`config.mk`:
```
export PLATFORM = sky130hd
export DESIGN_NAME = adcm_ctrl
export DESIGN_NICKNAME = d
export VERILOG_FILES = /design/src/adcm_sync.v /design/src/adcm_ctrl.v
export VERILOG_INCLUDE_DIRS = /design/src /design/src/src
export SDC_FILE = /design/constraint.sdc
export NUM_CORES = 1
export LEC_CHECK = 0
export BUFFER_PORTS_ARGS = -buffer_cell sky130_fd_sc_hd__buf_2
export CORE_MARGIN = 1
export CORE_UTILIZATION = 35
export DETAILED_ROUTE_END_ITERATION = 12
export PLACE_DENSITY_LB_ADDON = 0.1
export SYNTH_ARGS = -nofsm -noshare
export SYNTH_HDL_FRONTEND = slang
export SYNTH_SLANG_ARGS = --single-unit
```
`constraint.sdc`:
```
create_clock -name pclk -period 6.8 [get_ports pclk]
set_clock_uncertainty 0.1 [all_clocks]
set_input_delay 1.02 -clock pclk [delete_from_list [all_inputs] [get_ports pclk]]
set_output_delay 1.02 -clock pclk [all_outputs]
set_load 0.05 [all_outputs]
```
`src/adcm_defines.vh`:
```
`ifndef ADCM_DEFINES_VH
`define ADCM_DEFINES_VH
// register byte offsets on the apb window
`define ADCM_OFF_CTL2      12'h000
`define ADCM_OFF_DBG       12'h004
`define ADCM_OFF_TEST      12'h008
`define ADCM_OFF_PORT      12'h00C
`define ADCM_OFF_RES0      12'h010
`define ADCM_OFF_STATE     12'h030
// control two field positions
`define ADCM_CTL2_PU_BIT   7
`define ADCM_CTL2_HALT_IN_WAIT_BIT 6
// debug control field positions
`define ADCM_DBG_FRZ_BIT   0
// test register field positions
`define ADCM_TST_SEL_LSB   0
`define ADCM_TST_OUT_BIT   4
`define ADCM_TST_RST_BIT   5
// reset values
`define ADCM_CTL2_RST      8'h00
`define ADCM_DBG_RST       8'h00
`define ADCM_TEST_RST      8'h00
// stop recovery time in ns and cycles at 100 MHz
`define ADCM_TSR_NS        10000
`define ADCM_CLK_NS        10
`define ADCM_TSR_CYC       (`ADCM_TSR_NS / `ADCM_CLK_NS)
// conversion length in cycles for the stand-in core
`define ADCM_CONV_CYC      16'h0010
// last index of the conversion countdown per sequence length
`define ADCM_SEQ4_LAST     4'h3
`define ADCM_SEQ8_LAST     4'h7
`endif

```
`src/adcm_sync.v`:
```
`timescale 1ns/100ps
// two flop synchroniser for a bus of pin levels
module adcm_sync #(
  parameter W = 8
) (
  // clock and reset
  input  wire         pclk,
  input  wire         presetn,
  // data
  input  wire [W-1:0] din,
  output wire [W-1:0] dout
);
  reg [W-1:0] meta_reg;  // first stage, read only by the second
  reg [W-1:0] sync_reg;  // second stage
  // pins carry no stored value after reset, zero only until two edges pass
  always @(posedge pclk or negedge presetn) begin
    if (!presetn) begin
      meta_reg <= {W{1'b0}};
      sync_reg <= {W{1'b0}};
    end else begin
      meta_reg <= din;
      sync_reg <= meta_reg;
    end
  end
  assign dout = sync_reg;
endmodule // adcm_sync

```
`src/adcm_ctrl.v`:
```
// Design decisions made here: the address map and the APB slave port.
`timescale 1ns/100ps
`include "adcm_defines.vh"
// Operation
// - soft reset bit restores power-on state
// - power-up bit survives the soft reset
// - four test bits plus test-output mux
// - port register reads live pin levels
// - port bits follow pins, no store
// - port register writes do nothing
// - results left-justified in 16-bit pair
// - result registers have no reset value
// - result registers read-only, writes ignored
// - result slot follows conversion mode
// - stop aborts running sequence
// - stop halts only when stop-disable clear
// - wait stop recovery before new sequence
// - wait mode halts only with halt-in-wait
// - debug mode obeys debug control register
// - power-up clear stops converter, bus stays
// - test registers zero in normal mode
module adcm_ctrl #(
  parameter NRES    = 8,                 // number of result registers
  parameter RES_W   = 10,                // converter resolution
  parameter TSR_CYC = `ADCM_TSR_CYC      // stop recovery in cycles
) (
  // apb slave
  input  wire        pclk,
  input  wire        presetn,
  input  wire        psel,
  input  wire        penable,
  input  wire        pwrite,
  input  wire [11:0] paddr,
  input  wire [31:0] pwdata,
  output reg  [31:0] prdata,
  output wire        pready,
  output wire        pslverr,
  // analog port pins, digital view
  input  wire [7:0]  analog_pin_level_bits,
  // system mode inputs
  input  wire        special_mode,
  input  wire        stop_req,
  input  wire        stop_disable,
  input  wire        wait_req,
  input  wire        debug_active,
  // converter core side
  input  wire        conv_start,
  input  wire [1:0]  conv_mode,
  input  wire [2:0]  conv_chan,
  input  wire [RES_W-1:0] conv_value,
  output wire        converter_enable,
  output reg         conv_busy,
  output wire        clock_halted,
  output reg         test_mux_output
);
  // control registers
  reg  [7:0]  ctl2_reg;          // converter_control_two
  reg  [7:0]  ctl2_next;
  reg  [7:0]  dbg_reg;           // converter_debug_control
  reg  [3:0]  tst_sel_reg;       // factory_test_select
  reg         tst_out_reg;       // test output mux enable
  reg         soft_rst_reg;      // module soft reset request
  // sequencing state
  reg  [1:0]  state_reg;
  reg  [1:0]  state_next;
  reg  [15:0] cnt_reg;           // conversion or recovery counter
  reg  [2:0]  ptr_reg;           // result slot being written next
  reg  [3:0]  left_reg;          // conversions still owed after the current one
  reg  [1:0]  mode_reg;          // latched conversion mode
  reg  [15:0] res_mem [0:NRES-1];// results, no reset by design
  wire [7:0]  pin_sync;
  wire        apb_wr;
  wire        apb_rd;
  wire        pu;
  wire        halt;
  wire [2:0]  slot;
  wire [15:0] res_left;
  integer     i;

  localparam [1:0] ST_IDLE = 2'b00;  // nothing running
  localparam [1:0] ST_CONV = 2'b01;  // conversion in progress
  localparam [1:0] ST_REC  = 2'b10;  // stop recovery delay

  // behaviour in brief, for whoever picks this block up next:
  //
  // register side
  //   control two holds the power-up bit and the halt-in-wait bit.
  //   debug control holds the freeze-in-debug bit.
  //   the test register only exists while special_mode is high;
  //   in normal mode it reads zero and swallows writes, so a
  //   stray write from field software can never trigger a soft
  //   reset or flip the test mux.
  //   the port register is a live view of the pins, two flops
  //   late; it has no storage of its own, so writes are dropped.
  //   result words are read-only from the bus; only the sequencer
  //   writes them, and they carry no reset value, so a read before
  //   the first conversion returns whatever the flops hold.
  //
  // soft reset
  //   the soft reset bit lives one cycle only. during that cycle
  //   every control and test register and the sequencer go back to their reset
  //   values, except the power-up bit, which software expects to
  //   stay set so the converter does not need to settle again.
  //
  // sequencing
  //   a start pulse is taken only in idle and only when nothing
  //   holds the converter. a sequence is four conversions in mode
  //   zero and eight otherwise; each lasts a fixed count of
  //   cycles, and the value on conv_value is captured at its end.
  //   after the last conversion the block returns to idle.
  //
  // stop, wait and debug
  //   a stop that really halts clocks aborts a running sequence.
  //   recovery is owed after any such stop, even from idle,
  //   because the analog side was powered down either way; the
  //   recovery count only runs once the stop has lifted.
  //   wait mode halts progress only with halt-in-wait set, and
  //   debug mode only with the freeze bit set; in both cases the
  //   sequence resumes where it was, nothing is lost.
  //
  // limitation
  //   software should still allow the converter to settle after
  //   setting power-up; the block itself does not enforce that
  //   delay, it only refuses to convert while power-up is clear.

  // pins cross into the bus clock before anyone reads them
  adcm_sync #(.W(8)) u_sync (
    .pclk    (pclk),
    .presetn (presetn),
    .din     (analog_pin_level_bits),
    .dout    (pin_sync)
  );

  // zero wait state slave, never errors
  assign pready  = 1'b1;
  assign pslverr = 1'b0;
  assign apb_wr  = psel & penable & pwrite;
  assign apb_rd  = psel & ~penable & ~pwrite;

  assign pu               = ctl2_reg[`ADCM_CTL2_PU_BIT];
  assign converter_enable = pu;
  // stop halts clocks only when the stop-disable bit is clear
  assign clock_halted = stop_req & ~stop_disable;
  // any condition that freezes conversion progress
  assign halt = ~pu
              | clock_halted
              | (wait_req & ctl2_reg[`ADCM_CTL2_HALT_IN_WAIT_BIT])
              | (debug_active & dbg_reg[`ADCM_DBG_FRZ_BIT]);

  // slot depends on mode: mode 0 four slots, else eight
  assign slot = (mode_reg == 2'b00) ? {1'b0, ptr_reg[1:0]} : ptr_reg;
  // value packed toward the msb of the 16-bit pair
  assign res_left = {conv_value, {(16-RES_W){1'b0}}};

  // control two: soft reset clears all but power-up
  always @* begin
    ctl2_next = ctl2_reg;
    if (soft_rst_reg) begin
      ctl2_next = `ADCM_CTL2_RST;
      ctl2_next[`ADCM_CTL2_PU_BIT] = ctl2_reg[`ADCM_CTL2_PU_BIT];
    end else if (apb_wr && paddr == `ADCM_OFF_CTL2) begin
      ctl2_next = pwdata[7:0];
    end
  end

  // register writes
  always @(posedge pclk or negedge presetn) begin
    if (!presetn) begin
      ctl2_reg     <= `ADCM_CTL2_RST;
      dbg_reg      <= `ADCM_DBG_RST;
      tst_sel_reg  <= 4'h0;
      tst_out_reg  <= 1'b0;
      soft_rst_reg <= 1'b0;
    end else begin
      ctl2_reg <= ctl2_next;
      if (soft_rst_reg) begin
        // bit self clears after one cycle of module reset
        dbg_reg      <= `ADCM_DBG_RST;
        tst_sel_reg  <= 4'h0;
        tst_out_reg  <= 1'b0;
        soft_rst_reg <= 1'b0;
      end else if (apb_wr) begin
        if (paddr == `ADCM_OFF_DBG) begin
          dbg_reg <= pwdata[7:0];
        end else if (paddr == `ADCM_OFF_TEST && special_mode) begin
          // test writes only act in special mode
          tst_sel_reg  <= pwdata[`ADCM_TST_SEL_LSB+3:`ADCM_TST_SEL_LSB];
          tst_out_reg  <= pwdata[`ADCM_TST_OUT_BIT];
          soft_rst_reg <= pwdata[`ADCM_TST_RST_BIT];
        end
        // port and result offsets: writes fall through untouched
      end
    end
  end

  // test mux: selected internal signal appears when enabled
  always @(posedge pclk or negedge presetn) begin
    if (!presetn) begin
      test_mux_output <= 1'b0;
    end else if (!tst_out_reg) begin
      test_mux_output <= 1'b0;
    end else begin
      case (tst_sel_reg)
        4'h0:    test_mux_output <= conv_busy;
        4'h1:    test_mux_output <= halt;
        4'h2:    test_mux_output <= pu;
        4'h3:    test_mux_output <= clock_halted;
        default: test_mux_output <= ^{tst_sel_reg, ptr_reg};
      endcase
    end
  end

  // sequencing: start, abort on stop, recovery wait
  always @* begin
    state_next = state_reg;
    case (state_reg)
      ST_IDLE: begin
        if (clock_halted) begin
          // an idle stop still owes the recovery delay
          state_next = ST_REC;
        end else if (conv_start && !halt) begin
          state_next = ST_CONV;
        end
      end
      ST_CONV: begin
        if (clock_halted) begin
          state_next = ST_REC;
        end else if (!pu) begin
          state_next = ST_IDLE;
        end else if (!halt && cnt_reg == 16'h0000 && left_reg == 4'h0) begin
          // last slot of the sequence written: back to idle
          state_next = ST_IDLE;
        end
      end
      ST_REC: begin
        // recovery counts only once stop lifts
        if (!clock_halted && cnt_reg == 16'h0000) begin
          state_next = ST_IDLE;
        end
      end
      default: state_next = ST_IDLE;
    endcase
  end

  // sequence counters
  always @(posedge pclk or negedge presetn) begin
    if (!presetn) begin
      state_reg <= ST_IDLE;
      cnt_reg   <= 16'h0000;
      ptr_reg   <= 3'h0;
      left_reg  <= 4'h0;
      mode_reg  <= 2'b00;
      conv_busy <= 1'b0;
    end else if (soft_rst_reg) begin
      state_reg <= ST_IDLE;
      cnt_reg   <= 16'h0000;
      ptr_reg   <= 3'h0;
      left_reg  <= 4'h0;
      mode_reg  <= 2'b00;
      conv_busy <= 1'b0;
    end else begin
      state_reg <= state_next;
      conv_busy <= (state_next == ST_CONV);
      case (state_reg)
        ST_IDLE: begin
          if (state_next == ST_REC) begin
            cnt_reg <= TSR_CYC[15:0] - 16'h0001;
          end else if (state_next == ST_CONV) begin
            cnt_reg  <= `ADCM_CONV_CYC - 16'h0001;
            mode_reg <= conv_mode;
            ptr_reg  <= conv_chan;
            // sequence length follows the mode
            if (conv_mode == 2'b00) begin
              left_reg <= `ADCM_SEQ4_LAST;
            end else begin
              left_reg <= `ADCM_SEQ8_LAST;
            end
          end
        end
        ST_CONV: begin
          if (state_next == ST_REC) begin
            cnt_reg <= TSR_CYC[15:0] - 16'h0001;
          end else if (!halt) begin
            if (cnt_reg == 16'h0000) begin
              cnt_reg <= `ADCM_CONV_CYC - 16'h0001;
              ptr_reg <= ptr_reg + 3'h1;
              // guarded so the count never wraps at sequence end
              if (left_reg != 4'h0) begin
                left_reg <= left_reg - 4'h1;
              end
            end else begin
              cnt_reg <= cnt_reg - 16'h0001;
            end
          end
        end
        ST_REC: begin
          if (!clock_halted && cnt_reg != 16'h0000) begin
            cnt_reg <= cnt_reg - 16'h0001;
          end
        end
        default: cnt_reg <= 16'h0000;
      endcase
    end
  end

  // result store: written only by the converter, never by the bus
  always @(posedge pclk) begin
    if (state_reg == ST_CONV && !halt && !soft_rst_reg && cnt_reg == 16'h0000) begin
      res_mem[slot] <= res_left;
    end
  end

  // read mux, registered on the setup cycle
  always @(posedge pclk or negedge presetn) begin
    if (!presetn) begin
      prdata <= 32'h00000000;
    end else if (apb_rd) begin
      prdata <= 32'h00000000;
      if (paddr == `ADCM_OFF_CTL2) begin
        prdata[7:0] <= ctl2_reg;
      end else if (paddr == `ADCM_OFF_DBG) begin
        prdata[7:0] <= dbg_reg;
      end else if (paddr == `ADCM_OFF_TEST) begin
        // normal mode shows zero
        if (special_mode) begin
          prdata[7:0] <= {2'b00, soft_rst_reg, tst_out_reg, tst_sel_reg};
        end
      end else if (paddr == `ADCM_OFF_PORT) begin
        prdata[7:0] <= pin_sync;
      end else if (paddr == `ADCM_OFF_STATE) begin
        prdata[7:0] <= {conv_busy, state_reg, ptr_reg, halt, pu};
      end else begin
        for (i = 0; i < NRES; i = i + 1) begin
          if (paddr == `ADCM_OFF_RES0 + i[11:0] * 12'h004) begin
            prdata[15:0] <= res_mem[i];
          end
        end
      end
    end
  end
endmodule // adcm_ctrl

```
Word level (Yosys, flattened, before mapping)

Memories as Yosys holds them, arrays and structs flattened.
Index checks and enable logic that the tools add are counted.
Widths: inputs -> output; s select.

Bitwise logic cells: 15
Mux-type cells: 78
Shift operators: 0
Reductions and logical operators: 37
Multipliers: 0
Eq/ne operators: 30
Order comparisons: 0
Add/sub/neg operators: 3
Divide/modulo/power cells: 0

Operators by type and width:

| cell                  | count |
|---|---|
| $mux 16               | 15 |
| $mux 8                | 13 |
| $eq 12x6->1 const B   | 5 |
| $eq 12x5->1 const B   | 4 |
| $pmux 16 s3           | 1 |
| $mux 4                | 11 |
| $eq 12x4->1 const B   | 2 |
| $mux 3                | 8 |
| $mux 2                | 11 |
| $ne 3x3->1 const B    | 6 |
| $logic_not 16->1      | 1 |
| $reduce_bool 16->1    | 1 |
| $sub 16x1->16 const B | 1 |
| $mux 7                | 2 |
| $eq 12x3->1 const B   | 1 |
| $logic_not 12->1      | 1 |
| $mux 1                | 12 |
| $reduce_bool 2->1     | 6 |
| $logic_and 1x1->1     | 10 |
| $reduce_and 3->1      | 3 |
| $eq 4x2->1 const B    | 2 |
| $logic_not 4->1       | 2 |
| $ne 4x4->1 const B    | 2 |
| $pmux 4 s2            | 1 |
| 22 further kinds      | 42 |

Memory bits (read-only): 0
Register bits: 83
Memories: 1
Output and inout port bits: 38
RAM bits: 80
Bits in latches: 0
Input port bits: 78

Memories:

| name    | depth | width | read ports | clocked after memory_dff | wr ports | RTL line       | source |
|---|---|---|---|---|---|---|---|
| res_mem | 8     | 10    | 8          | 0                        | 1        | adcm_ctrl.v:70 | `reg [15:0] res_mem [0:NRES-1];` |

Longest topological paths before layout

Depth in word-level cells: 17
Depth in mapped cells: 8

Cells and area by module

From an unflattened synthesis, not the netlist that was laid out.

Cells, all modules: 661
Area total of the unflattened synthesis: 7554.7 um2

By module, submodules not included:

| module    | cells an instance | instances | area an instance (um2) |
|---|---|---|---|
| adcm_ctrl | 645               | 1         | 7154.4 |
| adcm_sync | 16                | 1         | 400.4 |

Worst setup path before layout

OpenSTA, ideal clock, no wires.

Path type: input to register
From: input port wait_req
To: memory res_mem[1][0] (netlist name), enable pin
Arrival: 2.531 ns
Required time: 6.310 ns
Setup time: 0.390 ns
Slack: 3.779 ns
Path buffers: 0
Cell stages on the path: 5
Path through: a22oi_1 > nand3_1 > nor2_1 > nand4_1 > nor3_1

Cells in the longest elaborated chain, start to end: 9

Ends and longest elaborated chain:

| element                         | RTL line        | source |
|---|---|---|
| start, declared                 | adcm_ctrl.v:44  | `input wire wait_req,` |
| $and 1x1->1                     | adcm_ctrl.v:147 | `` \| (wait_req & ctl2_reg[`ADCM_CTL2_HALT_IN_WAIT_BIT]) `` |
| $or 1x1->1 (2 in series)        | adcm_ctrl.v:145 | `assign halt = ~pu` |
| $logic_not 1->1                 | adcm_ctrl.v:308 | `if (state_reg == ST_CONV && !halt && !soft_rst_reg && cnt_reg == 16'h0000) begin` |
| $logic_and 1x1->1 (3 in series) | adcm_ctrl.v:308 |  |
| $mux 1                          | adcm_ctrl.v:308 |  |
| $mux 1 (not written as such)    | adcm_ctrl.v:309 | `res_mem[slot] <= res_left;` |
| end, declared                   | adcm_ctrl.v:70  |  |

Every way passes these cells.

Worst setup path in the final report

From: register cnt_reg[4]
To: memory res_mem[7][0] (netlist name), enable pin

Cells in the longest elaborated chain, start to end: 4

Ends and longest elaborated chain:

| element                      | RTL line        | source |
|---|---|---|
| start, declared              | adcm_ctrl.v:66  | `reg [15:0] cnt_reg;` |
| start signal, assigned       | adcm_ctrl.v:267 | `cnt_reg <= TSR_CYC[15:0] - 16'h0001;` |
| start signal, assigned       | adcm_ctrl.v:269 | `` cnt_reg <= `ADCM_CONV_CYC - 16'h0001; `` |
| start signal, assigned       | adcm_ctrl.v:282 | `cnt_reg <= TSR_CYC[15:0] - 16'h0001;` |
| $logic_not 16->1             | adcm_ctrl.v:308 |  |
| $logic_and 1x1->1            | adcm_ctrl.v:308 |  |
| $mux 1                       | adcm_ctrl.v:308 |  |
| $mux 1 (not written as such) | adcm_ctrl.v:309 |  |

Every way passes these cells.

==> run metrics <==
Detailed Routing Iterations Pass 1=11; max-slew violation count=0; Storage cell area=4480 um2; worst min-delay path class=reg -> reg; filler instances=2102; initial drt markers=398; cell area after synthesis=just under 8000 um2; Post-CTS Hold Buffers=0; Area contributors post-synth=edfxtp_1 (30%), dfrtp_1 (26%), mux2i_1 (3.8%), nor2_1 (3.2%), mux4_2 (3.1%); initial antenna violation count=0; Initial Utilization=0.360; Fmax achieved=286 MHz; cell with the most instances after synthesis=dfrtp_1; Die W=153 um; Finished Layout Cells=1026; worst-skew pair later-pin latency=430 ps; via/cell ratio=5.60; drt wl/cell=roughly 20 um; net switching power=0.681 mW; worst-path cell chain=or3_4, nor4_1, nand4_1, nor2_1; Sum Neg Setup Slack=0 ps; Seq cells post-synth=about 160; buffers inserted by post-CTS timing repair=0; Die H=~150 um; CTS tree=done; CTS root buf=clkbuf_16; Vias=5746; actual slew at the worst max-slew pin=approximately 1100 ps; Setup-failing EPs final=0; slew margin rel.=0.250; area delta synth->final=13.8%; Synth Flop Type=dfrtp_1; largest net degree at the start of global routing=74; Gate power share=0.129; critical path class=reg -> reg; # DRC=6; CTS Buf Count=17; first-pass GRT wire length=~32000 um; Crit-path slowest cell=nor2_1; Global Route Usage Sum=0.180; area share of the largest cell type after synthesis=0.303; worst-case clock buffer depth=2; number of synthesized flops with an enable pin=80; multi-input logic area=3160 um2; io pins=116; switching power share of the total=0.289; Hold Vio Cnt, Final=0; status=finished with violations; CP required=6750 ps; core region area=~22000 um2; clock-pin slew on the worst setup and hold paths=70 ps; post-CTS sizing=0; Arrival @ worst endpoint=3450 ps; Sink Count=163; sequential area share after synthesis=0.565; total die area=23300 um2; Pwr Density=about 260 nW/um2; number of flip-flops in the largest register=80; # Max-Cap Violations=0; failing checks=DRC; Final Critical Period=3500 ps; placed cell count=994; gpl congestion=0.837; CP endpoint kind=flip-flop; fraction of registers with async set/reset=0.509; RSZ-0062 raised after global routing=false; Detail Placement HPWL=13700 um; crit-path max FO=10; layout cells sized above 1=0.198; Leak=about 3.5 nW; syn avg cell area=around 12 um2; share of total power in the clock network=0.388; Critical Path Max Stage Delay=950 ps; sequential power share=0.482; flop2flop setup slack=3300 ps; count of nets after finishing=815; total gr overflow=0; vias in the first global route=5749; synth unique cells=80; Total Routed Length=just over 20000 um; Tcrit/Tclk final=0.515; synth cell count leaders=dfrtp_1 (83), edfxtp_1 (80), nor2_1 (68); number of diodes=0; H-tree levels=4; Rows=54; Startpoint Class=flip-flop; Yosys top cell by area=edfxtp_1; I/O Buffers=73; Pint=about 1.7 mW; Yosys warnings=0; Post-DRT Antenna Nets=0; Mapped Cells=676; maximum VDD drop=0.000132 V
-- routing by layer --
| metal | vias up | GRT usage | wire, um |
|---|---|---|---|
| li1 | 2664 | - | - |
| met1 | 2908 | 0.238 | 9250 |
| met2 | 149 | 0.302 | 10100 |
| met3 | 25 | 0.0336 | 732 |
| met4 | 0 | 0.0548 | 255 |
| met5 | - | 0 | 0 |
-- through the flow --
stage	cell area, um2	hold slack [ps]	total power, mW	utilization	setup WS [ps]
final	9030	248	2.36	0.410	3300
after global routing	9030	253	2.46	0.410	3180
after CTS	9030	247	2.38	0.410	3240
after detailed placement	8470	236	1.46	0.385	3100
after global placement	8470	235	1.45	0.385	3160
after floorplan	7990	231	1.37	-	3780
-- power groups by stage --
stage / combinational (mW) / clock, mW / sequential, mW
3_5_place_dp: 0.306 / 0 / 1.16
6_report: 0.305 / 0.915 / 1.14
3_3_place_gp: 0.298 / 0 / 1.16
4_1_cts: 0.307 / 0.937 / 1.14
5_1_grt: 0.335 / 0.979 / 1.14
2_1_floorplan: 0.237 / 0 / 1.14
-- cell usage in the layout (no fill, tap or decap), drive strengths merged, types with 5 or more instances in the layout --
cell,instances
a21oi,38
o21ai,24
nand3,14
nand2b,6
nor3b,5
edfxtp,80
a211oi,9
nor2b,8
dfrtp,83
o32ai,13
nor4,10
o31a,6
buf,83
inv,20
mux2i,30
mux2,5
or3,5
nor2,69
nand4,8
a22o,9
a32o,6
and2,7
nand2,41
and4,5
o31ai,13
mux4,11
a22oi,9
nor3,18
xnor2,5
clkbuf,18
conb,18
a31oi,5
-- cell families after synthesis --
family                     synth area share
xor gates and xnor gates            0.00663
buffers and inverters                0.0447
and+or+nand+nor                       0.140
DFF                                   0.565
AOI/OAI and AO/OA                     0.161
other                              0.000947
adders and majority gates           0.00631
muxes                                0.0762
-- worst max-delay path, delay by kind of cell, from the launching register on --
family           cells  cell delay (ps)
flip-flops           1              460
AND/OR/NAND/NOR      4             2550
-- worst paths after layout --
path	from	endpoint	cells past startpoint
setup / recovery	cnt_reg[4]	res_mem[7][0]	4
hold / removal	u_sync.meta_reg[4]	u_sync.dout[4]	0
setup reg to reg	cnt_reg[4]	res_mem[7][0]	4
hold reg to reg	u_sync.meta_reg[4]	u_sync.dout[4]	0
max in group asynchronous	presetn	prdata[15]	2
min in group asynchronous	presetn	cnt_reg[13]	1
-- final cells by class --
| type | instances | share of cell area |
|---|---|---|
| clock buffers | 18 | 0.0475 |
| clock inverters | 14 | 0.0137 |
| well taps | 280 | 0.0388 |
| flip-flops and latches | 163 | 0.496 |
| inverters | 12 | 0.00499 |
| multi-input cells | 456 | 0.350 |
| repair buffers | 83 | 0.0491 |
Power figures use the tool's default switching activity.
